`src/inc/t16_defines.svh`:
```
// Register offsets, field positions, reset values and counts of the 16-bit timer
`ifndef T16_DEFINES_SVH
`define T16_DEFINES_SVH

// ----------------------------------------
// Register offsets on the 6-bit register bus
// ----------------------------------------
`define T16_OFS_CTRL_A 6'h2f
`define T16_OFS_CTRL_B 6'h2e
`define T16_OFS_CNT_H 6'h2d
`define T16_OFS_CNT_L 6'h2c
`define T16_OFS_CMP_A_H 6'h2b
`define T16_OFS_CMP_A_L 6'h2a
`define T16_OFS_CMP_B_H 6'h29
`define T16_OFS_CMP_B_L 6'h28
`define T16_OFS_CAP_H 6'h27
`define T16_OFS_CAP_L 6'h26

// ----------------------------------------
// Field positions
// ----------------------------------------
`define T16_A_MODE_A_HI 7
`define T16_A_MODE_A_LO 6
`define T16_A_MODE_B_HI 5
`define T16_A_MODE_B_LO 4
`define T16_A_FORCE_A 3
`define T16_A_FORCE_B 2
`define T16_B_FILTER 7
`define T16_B_EDGE 6
`define T16_B_CLEAR 3

// ----------------------------------------
// Reset values and counts
// ----------------------------------------
`define T16_CTRL_A_RST 8'h00
`define T16_CTRL_B_RST 8'h00
`define T16_CTRL_B_MASK 8'hcf
`define T16_TOP_8 16'h00ff
`define T16_TOP_9 16'h01ff
`define T16_TOP_10 16'h03ff
`define T16_FILTER_SAMPLES 4

`endif

```
`src/inc/t16_pkg.sv`:
```
// Types shared by the 16-bit timer design
package t16_pkg;

  // Output control register layout
  typedef struct packed {
    logic [1:0] mode_a;
    logic [1:0] mode_b;
    logic force_a;
    logic force_b;
    logic [1:0] pwm_res;
  } t16_ctrl_a_s;

  // Input and clock control register layout
  typedef struct packed {
    logic filter_en;
    logic edge_sel;
    logic [1:0] rsvd;
    logic clear_on_match_a;
    logic [2:0] clk_sel;
  } t16_ctrl_b_s;

  // Register bus request
  typedef struct packed {
    logic [5:0] addr;
    logic [7:0] wdata;
    logic wr;
    logic rd;
  } t16_bus_s;

  // Counting style
  typedef enum logic [1:0] {
    T16_CNT_NORMAL,
    T16_CNT_UPDOWN,
    T16_CNT_WRAP
  } t16_style_e;

endpackage : t16_pkg

```
`src/t16_capture.sv`:
```
// Capture pin noise filter and edge trigger
`timescale 1ns/1ps
`default_nettype none
`include "t16_defines.svh"

module t16_capture
  import t16_pkg::*;
(
  input wire logic clk,
  input wire logic rst_b,
  input wire logic pin,
  input wire logic filter_en,
  input wire logic edge_sel,
  output logic trig
);

  logic [`T16_FILTER_SAMPLES-1:0] hist_q, hist_d;
  logic level_q, level_d;
  logic trig_d;

  // Sample history, filtered level and edge check
  always_comb begin
    hist_d = {hist_q[`T16_FILTER_SAMPLES-2:0], pin};
    level_d = level_q;
    if (!filter_en) begin
      level_d = pin;
    end else if (&hist_d) begin
      level_d = 1'b1;
    end else if (~|hist_d) begin
      level_d = 1'b0;
    end
    // Rising when edge select set, falling when clear
    trig_d = (level_d != level_q) && (level_d == edge_sel);
  end

  // State registers
  always_ff @(posedge clk or negedge rst_b) begin
    if (!rst_b) begin
      hist_q <= '0;
      level_q <= 1'b0;
      trig <= 1'b0;
    end else begin
      hist_q <= hist_d;
      level_q <= level_d;
      trig <= trig_d;
    end
  end

endmodule : t16_capture
`default_nettype wire

```
`src/t16_timer.sv`:
```
// 16-bit timer/counter: control registers, counter, compare outputs and capture
// Behaviour
// - Channel A mode bits 7..6 choose pin A action on a non-PWM match.
// - Channel B mode bits 5..4 choose pin B action on a non-PWM match.
// - Mode 00 disconnects, 01 toggles, 10 clears, 11 sets the pin.
// - Compare output reaches the pin only when its direction bit is output.
// - Force A applies the A action with no flag and no counter clear.
// - Force B applies the B action with no flag.
// - Force written with a new mode uses the old mode.
// - Force bits read zero and do nothing while PWM is selected.
// - PWM select 00 off, 01 8-bit, 10 9-bit, 11 10-bit.
// - Filter off captures on first edge; on needs four equal samples.
// - Edge select clear captures on falling edge, set on rising edge.
// - Control B bits 5 and 4 always read zero.
// - Clear-on-match zeroes counter in the clock cycle after an A match.
// - In PWM, clear bit off is up/down, on wraps at top.
// - Clock select picks stop, clock, /8, /64, /256, /1024, pin fall, pin rise.
// - Count pin edges count even when that pin is an output.
// - High byte write goes to latch; low byte write loads all 16 bits.
// - Counter or capture low byte read latches the high byte; their high read returns the latch.
// - One byte latch is shared by counter, compares and capture.
// - Counter resumes from written value at next tick, up or up/down.
// - A counter write suppresses matches for the next timer tick.
// - A match sets its flag the clock cycle after the match.
// - Capture flag pulses in the cycle the capture value changes.
`timescale 1ns/1ps
`default_nettype none
`include "t16_defines.svh"

module t16_timer
  import t16_pkg::*;
(
  input wire logic CLOCK,
  input wire logic RST_B,
  input wire logic [5:0] ADDR,
  input wire logic [7:0] WDATA,
  input wire logic WR,
  input wire logic RD,
  output logic [7:0] RDATA,
  input wire logic COUNT_PIN_INPUT,
  input wire logic CAPTURE_PIN,
  input wire logic PORT_D_BIT_FIVE_DATA,
  input wire logic PORT_D_BIT_FIVE_DIR,
  input wire logic PORT_D_BIT_FOUR_DATA,
  input wire logic PORT_D_BIT_FOUR_DIR,
  output logic PIN_D5_OUT,
  output logic PIN_D5_OE_B,
  output logic PIN_D4_OUT,
  output logic PIN_D4_OE_B,
  output logic COMPARE_OUT_A,
  output logic COMPARE_OUT_B,
  output logic MATCH_A_SET,
  output logic MATCH_B_SET,
  output logic CAPTURE_SET
);

  // ----------------------------------------
  // State
  // ----------------------------------------
  t16_bus_s bus;
  t16_ctrl_a_s ctrl_a_q, ctrl_a_d;
  t16_ctrl_b_s ctrl_b_q, ctrl_b_d;
  logic [15:0] cnt_q, cnt_d;
  logic [15:0] cmp_q [2];
  logic [15:0] cmp_d [2];
  logic [15:0] cap_q, cap_d;
  logic [7:0] latch_q, latch_d;
  logic [7:0] rdata_d;
  logic [9:0] pre_q, pre_d;
  logic pin_prev_q;
  logic block_q, block_d;
  logic down_q, down_d;
  logic [1:0] oc_q, oc_d;
  logic [1:0] flag_q, flag_d;
  logic cap_set_d;
  logic tick;
  logic cap_trig;
  logic pwm_on;
  logic [15:0] top;
  t16_style_e style;
  logic [1:0] match;
  logic [1:0] force_hit;
  logic [1:0] mode [2];
  logic [1:0] pin_dir;

  assign bus = '{addr: ADDR, wdata: WDATA, wr: WR, rd: RD};

  // ----------------------------------------
  // Capture trigger
  // ----------------------------------------
  t16_capture u_capture (
    .clk(CLOCK),
    .rst_b(RST_B),
    .pin(CAPTURE_PIN),
    .filter_en(ctrl_b_q.filter_en),
    .edge_sel(ctrl_b_q.edge_sel),
    .trig(cap_trig)
  );

  // ----------------------------------------
  // Timer tick selection
  // ----------------------------------------
  assign pre_d = pre_q + 10'h001;

  // Prescaler taps and count pin edges
  always_comb begin
    case (ctrl_b_q.clk_sel)
      3'h0: tick = 1'b0;
      3'h1: tick = 1'b1;
      3'h2: tick = &pre_q[2:0];
      3'h3: tick = &pre_q[5:0];
      3'h4: tick = &pre_q[7:0];
      3'h5: tick = &pre_q[9:0];
      3'h6: tick = pin_prev_q & ~COUNT_PIN_INPUT;
      3'h7: tick = ~pin_prev_q & COUNT_PIN_INPUT;
      default: tick = 1'b0;
    endcase
  end

  // Resolution, top and counting style
  always_comb begin
    pwm_on = ctrl_a_q.pwm_res != 2'h0;
    case (ctrl_a_q.pwm_res)
      2'h1: top = `T16_TOP_8;
      2'h2: top = `T16_TOP_9;
      2'h3: top = `T16_TOP_10;
      default: top = 16'hffff;
    endcase
    if (!pwm_on) begin
      style = T16_CNT_NORMAL;
    end else if (ctrl_b_q.clear_on_match_a) begin
      style = T16_CNT_WRAP;
    end else begin
      style = T16_CNT_UPDOWN;
    end
  end

  // ----------------------------------------
  // Compare channels
  // ----------------------------------------
  assign mode[0] = ctrl_a_q.mode_a;
  assign mode[1] = ctrl_a_q.mode_b;
  assign pin_dir = {PORT_D_BIT_FOUR_DIR, PORT_D_BIT_FIVE_DIR};

  generate
    for (genvar ch = 0; ch < 2; ch++) begin : g_chan
      // Match on equal value, held off for one tick after a counter write
      assign match[ch] = tick && !block_q && ((cnt_q & top) == (cmp_q[ch] & top));
      // Force acts only outside PWM, with the mode already stored
      assign force_hit[ch] = bus.wr && (bus.addr == `T16_OFS_CTRL_A) && !pwm_on
        && bus.wdata[`T16_A_FORCE_B + 1 - ch];

      // Pin action on a real or forced match
      always_comb begin
        oc_d[ch] = oc_q[ch];
        if (!pwm_on && (match[ch] || force_hit[ch])) begin
          case (mode[ch])
            2'h1: oc_d[ch] = ~oc_q[ch];
            2'h2: oc_d[ch] = 1'b0;
            2'h3: oc_d[ch] = 1'b1;
            default: oc_d[ch] = oc_q[ch];
          endcase
        end else if (pwm_on && match[ch] && mode[ch][1]) begin
          // Up match clears, down match sets; inverted when low bit set
          oc_d[ch] = (down_q || style == T16_CNT_WRAP) ? ~mode[ch][0] : mode[ch][0];
          if (style == T16_CNT_WRAP) begin
            oc_d[ch] = mode[ch][0];
          end
        end else if (pwm_on && tick && style == T16_CNT_WRAP && mode[ch][1]
                     && cnt_q == top) begin
          oc_d[ch] = ~mode[ch][0];
        end
        flag_d[ch] = match[ch];
      end
    end
  endgenerate

  // Pin multiplexing behind the port direction bits
  always_comb begin
    PIN_D5_OUT = (pin_dir[0] && mode[0] != 2'h0) ? oc_q[0] : PORT_D_BIT_FIVE_DATA;
    PIN_D4_OUT = (pin_dir[1] && mode[1] != 2'h0) ? oc_q[1] : PORT_D_BIT_FOUR_DATA;
    PIN_D5_OE_B = ~pin_dir[0];
    PIN_D4_OE_B = ~pin_dir[1];
  end

  // ----------------------------------------
  // Registers, counter and shared byte latch
  // ----------------------------------------
  always_comb begin
    ctrl_a_d = ctrl_a_q;
    ctrl_b_d = ctrl_b_q;
    cnt_d = cnt_q;
    cmp_d = cmp_q;
    cap_d = cap_q;
    latch_d = latch_q;
    block_d = block_q;
    down_d = down_q;
    rdata_d = 8'h00;
    cap_set_d = 1'b0;

    // Counting on each timer tick
    if (tick) begin
      block_d = 1'b0;
      case (style)
        T16_CNT_UPDOWN: begin
          if (!down_q && cnt_q >= top) begin
            down_d = 1'b1;
            cnt_d = cnt_q - 16'h0001;
          end else if (down_q && cnt_q == 16'h0000) begin
            down_d = 1'b0;
            cnt_d = 16'h0001;
          end else begin
            cnt_d = down_q ? cnt_q - 16'h0001 : cnt_q + 16'h0001;
          end
        end
        T16_CNT_WRAP: cnt_d = (cnt_q >= top) ? 16'h0000 : cnt_q + 16'h0001;
        default: begin
          if (ctrl_b_q.clear_on_match_a && match[0]) begin
            cnt_d = 16'h0000;
          end else begin
            cnt_d = cnt_q + 16'h0001;
          end
        end
      endcase
    end

    // Capture copies the running count
    if (cap_trig) begin
      cap_d = cnt_q;
      cap_set_d = 1'b1;
    end

    // Register writes
    if (bus.wr) begin
      case (bus.addr)
        `T16_OFS_CTRL_A: begin
          ctrl_a_d = bus.wdata;
          ctrl_a_d.force_a = 1'b0;
          ctrl_a_d.force_b = 1'b0;
        end
        `T16_OFS_CTRL_B: ctrl_b_d = bus.wdata & `T16_CTRL_B_MASK;
        `T16_OFS_CNT_H, `T16_OFS_CMP_A_H, `T16_OFS_CMP_B_H: begin
          latch_d = bus.wdata;
        end
        `T16_OFS_CNT_L: begin
          cnt_d = {latch_q, bus.wdata};
          block_d = 1'b1;
          down_d = 1'b0;
        end
        `T16_OFS_CMP_A_L: cmp_d[0] = {latch_q, bus.wdata};
        `T16_OFS_CMP_B_L: cmp_d[1] = {latch_q, bus.wdata};
        default: ;
      endcase
    end

    // Register reads
    if (bus.rd) begin
      case (bus.addr)
        `T16_OFS_CTRL_A: rdata_d = {ctrl_a_q.mode_a, ctrl_a_q.mode_b, 2'b00, ctrl_a_q.pwm_res};
        `T16_OFS_CTRL_B: rdata_d = ctrl_b_q & `T16_CTRL_B_MASK;
        `T16_OFS_CNT_L: begin
          rdata_d = cnt_q[7:0];
          latch_d = cnt_q[15:8];
        end
        `T16_OFS_CAP_L: begin
          rdata_d = cap_q[7:0];
          latch_d = cap_q[15:8];
        end
        `T16_OFS_CNT_H, `T16_OFS_CAP_H: rdata_d = latch_q;
        `T16_OFS_CMP_A_H: rdata_d = cmp_q[0][15:8];
        `T16_OFS_CMP_A_L: rdata_d = cmp_q[0][7:0];
        `T16_OFS_CMP_B_H: rdata_d = cmp_q[1][15:8];
        `T16_OFS_CMP_B_L: rdata_d = cmp_q[1][7:0];
        default: rdata_d = 8'h00;
      endcase
    end
  end

  // State registers
  always_ff @(posedge CLOCK or negedge RST_B) begin
    if (!RST_B) begin
      ctrl_a_q <= `T16_CTRL_A_RST;
      ctrl_b_q <= `T16_CTRL_B_RST;
      cnt_q <= 16'h0000;
      cmp_q[0] <= 16'h0000;
      cmp_q[1] <= 16'h0000;
      cap_q <= 16'h0000;
      latch_q <= 8'h00;
      pre_q <= 10'h000;
      pin_prev_q <= 1'b0;
      block_q <= 1'b0;
      down_q <= 1'b0;
      oc_q <= 2'b00;
      flag_q <= 2'b00;
      CAPTURE_SET <= 1'b0;
      RDATA <= 8'h00;
    end else begin
      ctrl_a_q <= ctrl_a_d;
      ctrl_b_q <= ctrl_b_d;
      cnt_q <= cnt_d;
      cmp_q <= cmp_d;
      cap_q <= cap_d;
      latch_q <= latch_d;
      pre_q <= pre_d;
      pin_prev_q <= COUNT_PIN_INPUT;
      block_q <= block_d;
      down_q <= down_d;
      oc_q <= oc_d;
      flag_q <= flag_d;
      CAPTURE_SET <= cap_set_d;
      RDATA <= rdata_d;
    end
  end

  // Flag pulses and raw compare outputs
  assign MATCH_A_SET = flag_q[0];
  assign MATCH_B_SET = flag_q[1];
  assign COMPARE_OUT_A = oc_q[0];
  assign COMPARE_OUT_B = oc_q[1];

endmodule : t16_timer
`default_nettype wire

```
`config.mk`:
```
export PLATFORM = sky130hd
export DESIGN_NAME = t16_timer
export DESIGN_NICKNAME = d
export VERILOG_FILES = /design/src/inc/t16_pkg.sv /design/src/t16_capture.sv /design/src/t16_timer.sv
export VERILOG_INCLUDE_DIRS = /design/src /design/src/inc
export SDC_FILE = /design/constraint.sdc
export NUM_CORES = 1
export LEC_CHECK = 0
export ABC_AREA = 1
export ABC_CLOCK_PERIOD_IN_PS = 7650
export BUFFER_PORTS_ARGS = -buffer_cell sky130_fd_sc_hd__buf_2
export CAP_MARGIN = 10
export CORE_AREA = 2 2 157 159
export CTS_CLUSTER_DIAMETER = 200
export DETAILED_ROUTE_END_ITERATION = 7
export DIE_AREA = 0 0 159 161
export HOLD_SLACK_MARGIN = 0.1
export SLEW_MARGIN = 20
export SYNTH_ARGS = -nofsm -noshare
export SYNTH_HDL_FRONTEND = slang
export SYNTH_HIERARCHICAL = 1
export SYNTH_SLANG_ARGS = --single-unit
export TNS_END_PERCENT = 100
```
`constraint.sdc`:
```
create_clock -name CLOCK -period 7.65 [get_ports CLOCK]
set_clock_uncertainty 0.2 [all_clocks]
set_input_delay 0 -clock CLOCK [delete_from_list [all_inputs] [get_ports CLOCK]]
set_output_delay 0 -clock CLOCK [all_outputs]
set_load 0.005 [all_outputs]
```
==> impl_metrics.ini, run 1 <==
[run_status]
outcome = finished clean

[worst_setup_path]
critical_path_arrival_ps = 4190
start_kind = flip-flop
critPathSlowestCell = dlygate4sd3_1
worstPathCellList = inv_1 -> ha_2 -> buf_4 -> inv_2 -> ha_1 -> nand2_1 -> inv_1 -> a21oi_1 -> nand4_4 -> nor2_2 -> nand2_1 -> nand2_1 -> nor2_1 -> nand2_1 -> nand2_1 -> a21oi_1 -> dlygate4sd3_1
crit_fanout = 43
cpMostUsedCell = nand2_1
path_class = reg2reg
critPathMaxStageDelay_ps = 560
cp.required_ps = 7810
crit_path_end_kind = flip-flop

[synthesis]
syn-instance-count = 1048
synth_area_um2 = 7770
syn_avg_cell_area_um2 = 7.41
yosys_warnings = 6
synth_fp_nets = 1095
ys_types = 49
yosysSeqAreaShare = 0.370
yosys_register_bits = 115

[timing]
finalMaxSlewViolations = 0
fin_tns_setup_ps = 0
finalHoldViolations = 0
hold_slack_ps = 127
fin_crit_sh = 0.527
max_slew.worst_pin.slew_ps = 1050
min_period_ps = 4030
setup_viol = 0
fmax_ghz = 0.248
rsz0062_at_grt = no
slew_headroom = 0.297
fin_ws_ps = 3620

[global_route]
grt_overflow = 0
met2_usage = 0.311
antenna_found_initial = 0
grt_max_degree = 59
met1_usage = 0.270
grt_use_met3 = 0.0421
first_global_vias = 6979
grt_pass1_wl_um = 39800
top_usage_layer = met2
grt_use_total = 0.202

[placed_design]
dp_slack_ps = 4190
portBuffers = 40
place_hpwl_um = 18100
dp_cells = 1378
place_congestion = 0.931
place_area_um2 = 8130

[detailed_routing]
via_count = 7326
viasPerCell = 5.10
routedWlPerCell_um = 17.8
initialDrtViolationCount = 620
post-route-drc-count = 0
first_pass_iters = 5
drt.antenna.violating_nets = 0
wl_um = 25600

[floorplan]
ios = 41
fp.dieW_um = 159
row_count = 57
core_area_um2 = 24000
start_util = 0.324
dieArea_um2 = 25600
die_y_um = 161

[final_layout]
design_area_um2 = 9010
antenna_cells = 0
utilization = 0.376
nNetsFinal = 1147
final_layout_size_suffix_gt1_frac = 0.119
fin_cells = 1437
area_growth_pct = 16.0

[clock_tree]
cts-buffers-inserted = 17
root_buffer = clkbuf_16
worstSkewPairLatency_ps = 430
clk_pin_slew_worst_paths_ps = 60
cts_setup_buffers = 0
clock_path_buffers = 2
cts_tree = yes
cts_num_sinks = 115
htreeDepth = 4

[power]
p_leak_nw = 4.20
peakVddDrop_v = 0.000182
p_total_mw = 2.75
powerDensity_nw_per_um2 = 305

[run]
max_cap_violations = 0

[min_path]
min_path_type = in2reg
-- state kept, by name, indices dropped and copies added (netlist names) --
| name | count |
|---|---|
| oc_q | 2 |
| cap_q | 16 |
| u_capture/trig | 1 |
| cnt_q | 16 |
| ctrl_b_q | 6 |
| cmp_q | 32 |
| pin_prev_q | 1 |
| down_q | 1 |
| ctrl_a_q | 6 |
| u_capture/hist_q | 3 |
| pre_q | 10 |
| flag_q | 2 |
| CAPTURE_SET | 1 |
| u_capture/level_q | 1 |
| block_q | 1 |
| RDATA | 8 |
| latch_q | 8 |
-- critical path: cells and delay by family (launching register included) --
family	cells	cell delay (ps)
buffers and inverters	5	1320
AND/OR/NAND/NOR	8	1050
adder cells (fa/ha/maj)	2	500
AO/OA/AOI/OAI	2	440
flip-flops	1	420
-- worst paths after layout --
kind,startpoint,depth (start not counted),endpoint,slack (ps)
worst max register to register,ctrl_a_q[0],17,cnt_q[5],3620
min in group asynchronous,RST_B,3,pre_q[1],300
worst max-delay path,ctrl_a_q[0],17,cnt_q[5],3620
worst min register to register,u_capture/hist_q[1],0,u_capture/hist_q[2],190
worst min-delay path,ADDR[2],8,RDATA[2],130
max in group asynchronous,RST_B,4,cap_q[8],6000
-- cells in the mapped netlist, drive strengths merged --
cell type | instances | area [µm²]
a21oi | 57 | 327
a221oi | 9 | 78.8
a22oi | 4 | 30.0
a31oi | 3 | 18.8
a41oi | 1 | 8.76
buf | 19 | 159
clkbuf | 17 | 105
clkinv | 1 | 3.75
dfrtp | 115 | 2880
ha | 23 | 288
inv | 124 | 465
mux2 | 1 | 11.3
nand2 | 295 | 1160
nand3 | 69 | 403
nand3b | 2 | 15.0
nand4 | 25 | 171
nor2 | 115 | 537
nor3 | 11 | 75.1
nor3b | 1 | 7.51
nor4 | 1 | 12.5
o2111ai | 3 | 26.3
o211ai | 2 | 15.0
o21ai | 81 | 413
o22ai | 12 | 75.1
o2bb2ai | 1 | 8.76
o31ai | 7 | 52.6
or2 | 3 | 18.8
xnor2 | 21 | 184
xor2 | 25 | 219
-- layout by cell type, fill, tap and decap left out, types with 17 or more instances in the layout --
cell	Yosys	final
xor2_1	25	25
buf_2	7	39
clkbuf_16	0	17
o21ai_0	68	68
xnor2_1	21	21
inv_1	118	118
nand3_1	62	62
dlygate4sd3_1	0	26
ha_1	23	22
dfrtp_1	115	115
nor2_1	97	97
a21oi_1	52	52
nand2_1	281	281
nand4_1	24	24
-- what timing repair did --
| item | in CTS | in global routing |
|---|---|---|
| endpoints found under the hold margin | 129 | 0 |
| hold buffers | 27 | 0 |
| resized for setup | 0 | 0 |
-- final cells by class --
type	instances	area [µm²]
clock buffers	20	437
repair buffers	69	505
inverters	125	469
flip-flops and latches	115	2880
multi-input cells	772	4160
clock inverters	12	158
well taps	324	405
fillers	2591	15000
-- kinds of logic after synthesis --
logic type | Yosys count | synth area share
compound gates | 180 | 0.136
xor+xnor | 46 | 0.0519
fa+ha+maj | 23 | 0.0370
buf+inv | 161 | 0.0944
flops | 115 | 0.370
mux | 1 | 0.00145
simple gates | 522 | 0.309
-- per-layer routing --
layer  vias up  share of wire
met2       286           0.44
met3        67          0.066
met5         -              0
met1      3448           0.45
met4         0          0.043
li1       3525              -
-- report_power, final --
part	total (mW)	switching, mW	internal (mW)	leakage (nW)
clock	0.824	0.311	0.513	0.281
combinational	0.931	0.590	0.341	2.43
sequential	0.996	0.263	0.733	1.49
total	2.75	1.16	1.59	4.20
No activity file was read; power rests on OpenSTA's default activity.
==> run 2: changes to the inputs <==
ABC_CLOCK_PERIOD_IN_PS = 3950   (was 7650)
clock period = 3.95 ns   (was 7.65 ns; I/O delays follow)
==> run 2 against run 1 <==
  * Die area is the same
  * Via count up 2.4%
  * Core utilization increased by 0.28 points
  * Combinational power grew 110%
  * Maximum frequency grew 12%
  * Total power up 95%
  * First-iteration DRC count increased by 16%
  * Largest power group is now combinational logic
  * Highest routed layer unchanged
==> impl_metrics.ini, run 2 (synthesis results as in run 1) <==
[run_status]
outcome = finished clean

[worst_setup_path]
worstPathCellList = inv_1 -> ha_2 -> inv_2 -> ha_1 -> nand2_1 -> inv_1 -> a21oi_1 -> nand4_4 -> nor2_2 -> nand2_1 -> nand2_1 -> nor2_1 -> nand2_1 -> nand2_1 -> a21oi_1 -> dlygate4sd3_1
start_kind = flip-flop
crit_fanout = 16
rrSetupSlack_ps = 350
critPathSlowestCell = dlygate4sd3_1
crit_family = simple AND/OR/NAND/NOR gates
cpMostUsedCell = nand2_1
timing.rr.end = cnt_q[5]
critical_path_arrival_ps = 3770
cp.required_ps = 4120
path_class = reg2reg
critPathMaxStageDelay_ps = 570
crit_path_end_kind = flip-flop
rr_worst_depth = 16
rr_startpoint = ctrl_a_q[0]
critPathBufInv = 4

[min_path]
hold_depth = 4
min_path_type = in2out
worstHoldStart = PORT_D_BIT_FIVE_DATA
hold-path-endpoint = PIN_D5_OUT

[global_route]
grt_use_total = 0.208
first_global_vias = 7183
grt_max_degree = 58
grt_pass1_wl_um = 41200
grt_overflow = 0
antenna_found_initial = 0

[power]
p_clk_frac = 0.287
swShare = 0.440
comb_power_share = 0.368
power_report.internal_total_mw = 3.00
switching_power_mw = 2.36
peakVddDrop_v = 0.000330
sequentialPowerShare = 0.344
p_leak_nw = 4.24
powerDensity_nw_per_um2 = 590
p_total_mw = 5.35

[final_layout]
antenna_cells = 0
regArea_um2 = 2880
regMostFlops = cmp_q
nNetsFinal = 1158
reg_top3 = cmp_q x32, cap_q x16, cnt_q x16
area_growth_pct = 16.9
final_common_cell = nand2_1
multi_input_area_um2 = 4160
largest_reg_flops = 32
final_layout_size_suffix_gt1_frac = 0.129
fill_cells = 2572
final_cell_mix = nand2_1, inv_1, dfrtp_1

[timing]
min_period_ps = 3600
rsz0062_at_grt = no
setup_viol = 0
slew_headroom = 0.332
fin_crit_sh = 0.913
fin_tns_setup_ps = 0
finalMaxSlewViolations = 0
fmax_ghz = 0.277
finalHoldViolations = 0
max_slew.worst_pin.slew_ps = 999

[clock_tree]
ctsResizeCount = 0
cts_setup_buffers = 0
cts_tree = yes
hold_buffers = 29
worstSkewPairLatency_ps = 430
cts_num_sinks = 115
htreeDepth = 4
clock_path_buffers = 2
root_buffer = clkbuf_16
clk_pin_slew_worst_paths_ps = 60
cts-buffers-inserted = 17

[floorplan]
ios = 41
dieArea_um2 = 25600
start_util = 0.324
fp.dieW_um = 159
core_area_um2 = 24000
die_y_um = 161
row_count = 57

[detailed_routing]
viasPerCell = 5.18
post-route-drc-count = 0
via_count = 7500
wl_um = 26100
first_pass_iters = 5
initialDrtViolationCount = 722
drt.antenna.violating_nets = 0
routedWlPerCell_um = 18.0

[placed_design]
portBuffers = 40
place_hpwl_um = 18700
place_congestion = 0.915

[run]
max_cap_violations = 0
## run 2: changes by cell type in the layout (fill, tap and decap cells not counted), sizes merged
| cell | delta |
|---|---|
| buf | +9 |
| bufinv | -2 |
| clkbuf | -3 |
| clkinv | -1 |
| clkinvlp | -1 |
| dlygate4sd3 | +2 |
| inv | +7 |
## run 2: layout make-up
class                   count  share of cell area
well taps                 324              0.0447
clock buffers              17              0.0469
inverters                 125              0.0517
flip-flops and latches    115               0.317
multi-input cells         772               0.458
repair buffers             80              0.0653
clock inverters            15              0.0163
## run 2: power groups by stage
stage / Clock, mW / Sequential [mW] / Combinational (mW)
floorplan: 0 / 1.60 / 1.55
global placement: 0 / 1.85 / 1.85
detailed placement: 0 / 1.85 / 1.87
CTS: 1.56 / 1.83 / 1.94
global route: 1.61 / 1.87 / 2.20
finish: 1.54 / 1.84 / 1.97
## run 2: how the worst max path moves through the flow
stage / slack (ps) / end / cells after the start / start
floorplan: 1190 / cnt_q[10] / 17 / ctrl_a_q[0]
global placement: 980 / cnt_q[5] / 15 / ctrl_a_q[0]
detailed placement: 960 / cnt_q[12] / 13 / ctrl_a_q[0]
CTS: 420 / cnt_q[5] / 16 / ctrl_a_q[0]
global route: 160 / cnt_q[5] / 16 / ctrl_a_q[0]
finish: 350 / cnt_q[5] / 16 / ctrl_a_q[0]
## run 2: worst reg2reg max path: stages, from the launching register on
cell and delay, ps:
dfrtp_1 400, inv_1 60, ha_2 210, inv_2 210
ha_1 300, nand2_1 70, inv_1 50, a21oi_1 290
nand4_4 320, nor2_2 390, nand2_1 90, nand2_1 80
nor2_1 40, nand2_1 60, nand2_1 50, a21oi_1 150
dlygate4sd3_1 570
## run 2: per-stage QoR
stage | worst slack (ps) | hold slack, ps | cell area, µm² | cells | utilization
2_1_floorplan | 1190 | -496 | 7770 | 1048 | -
3_3_place_gp | 983 | -62.4 | 8200 | 1387 | 0.342
3_5_place_dp | 956 | -55.6 | 8200 | 1387 | 0.342
4_1_cts | 424 | 142 | 9080 | 1448 | 0.379
5_1_grt | 158 | 181 | 9080 | 1448 | 0.379
6_report | 345 | 149 | 9080 | 1448 | 0.379
## run 2: layer usage
| layer | vias to the layer above | share of wire | track usage |
|---|---|---|---|
| met5 | - | 0 | 0 |
| li1 | 3540 | - | - |
| met4 | 0 | 0.044 | 0.102 |
| met1 | 3576 | 0.45 | 0.291 |
| met2 | 316 | 0.44 | 0.317 |
| met3 | 68 | 0.068 | 0.0280 |
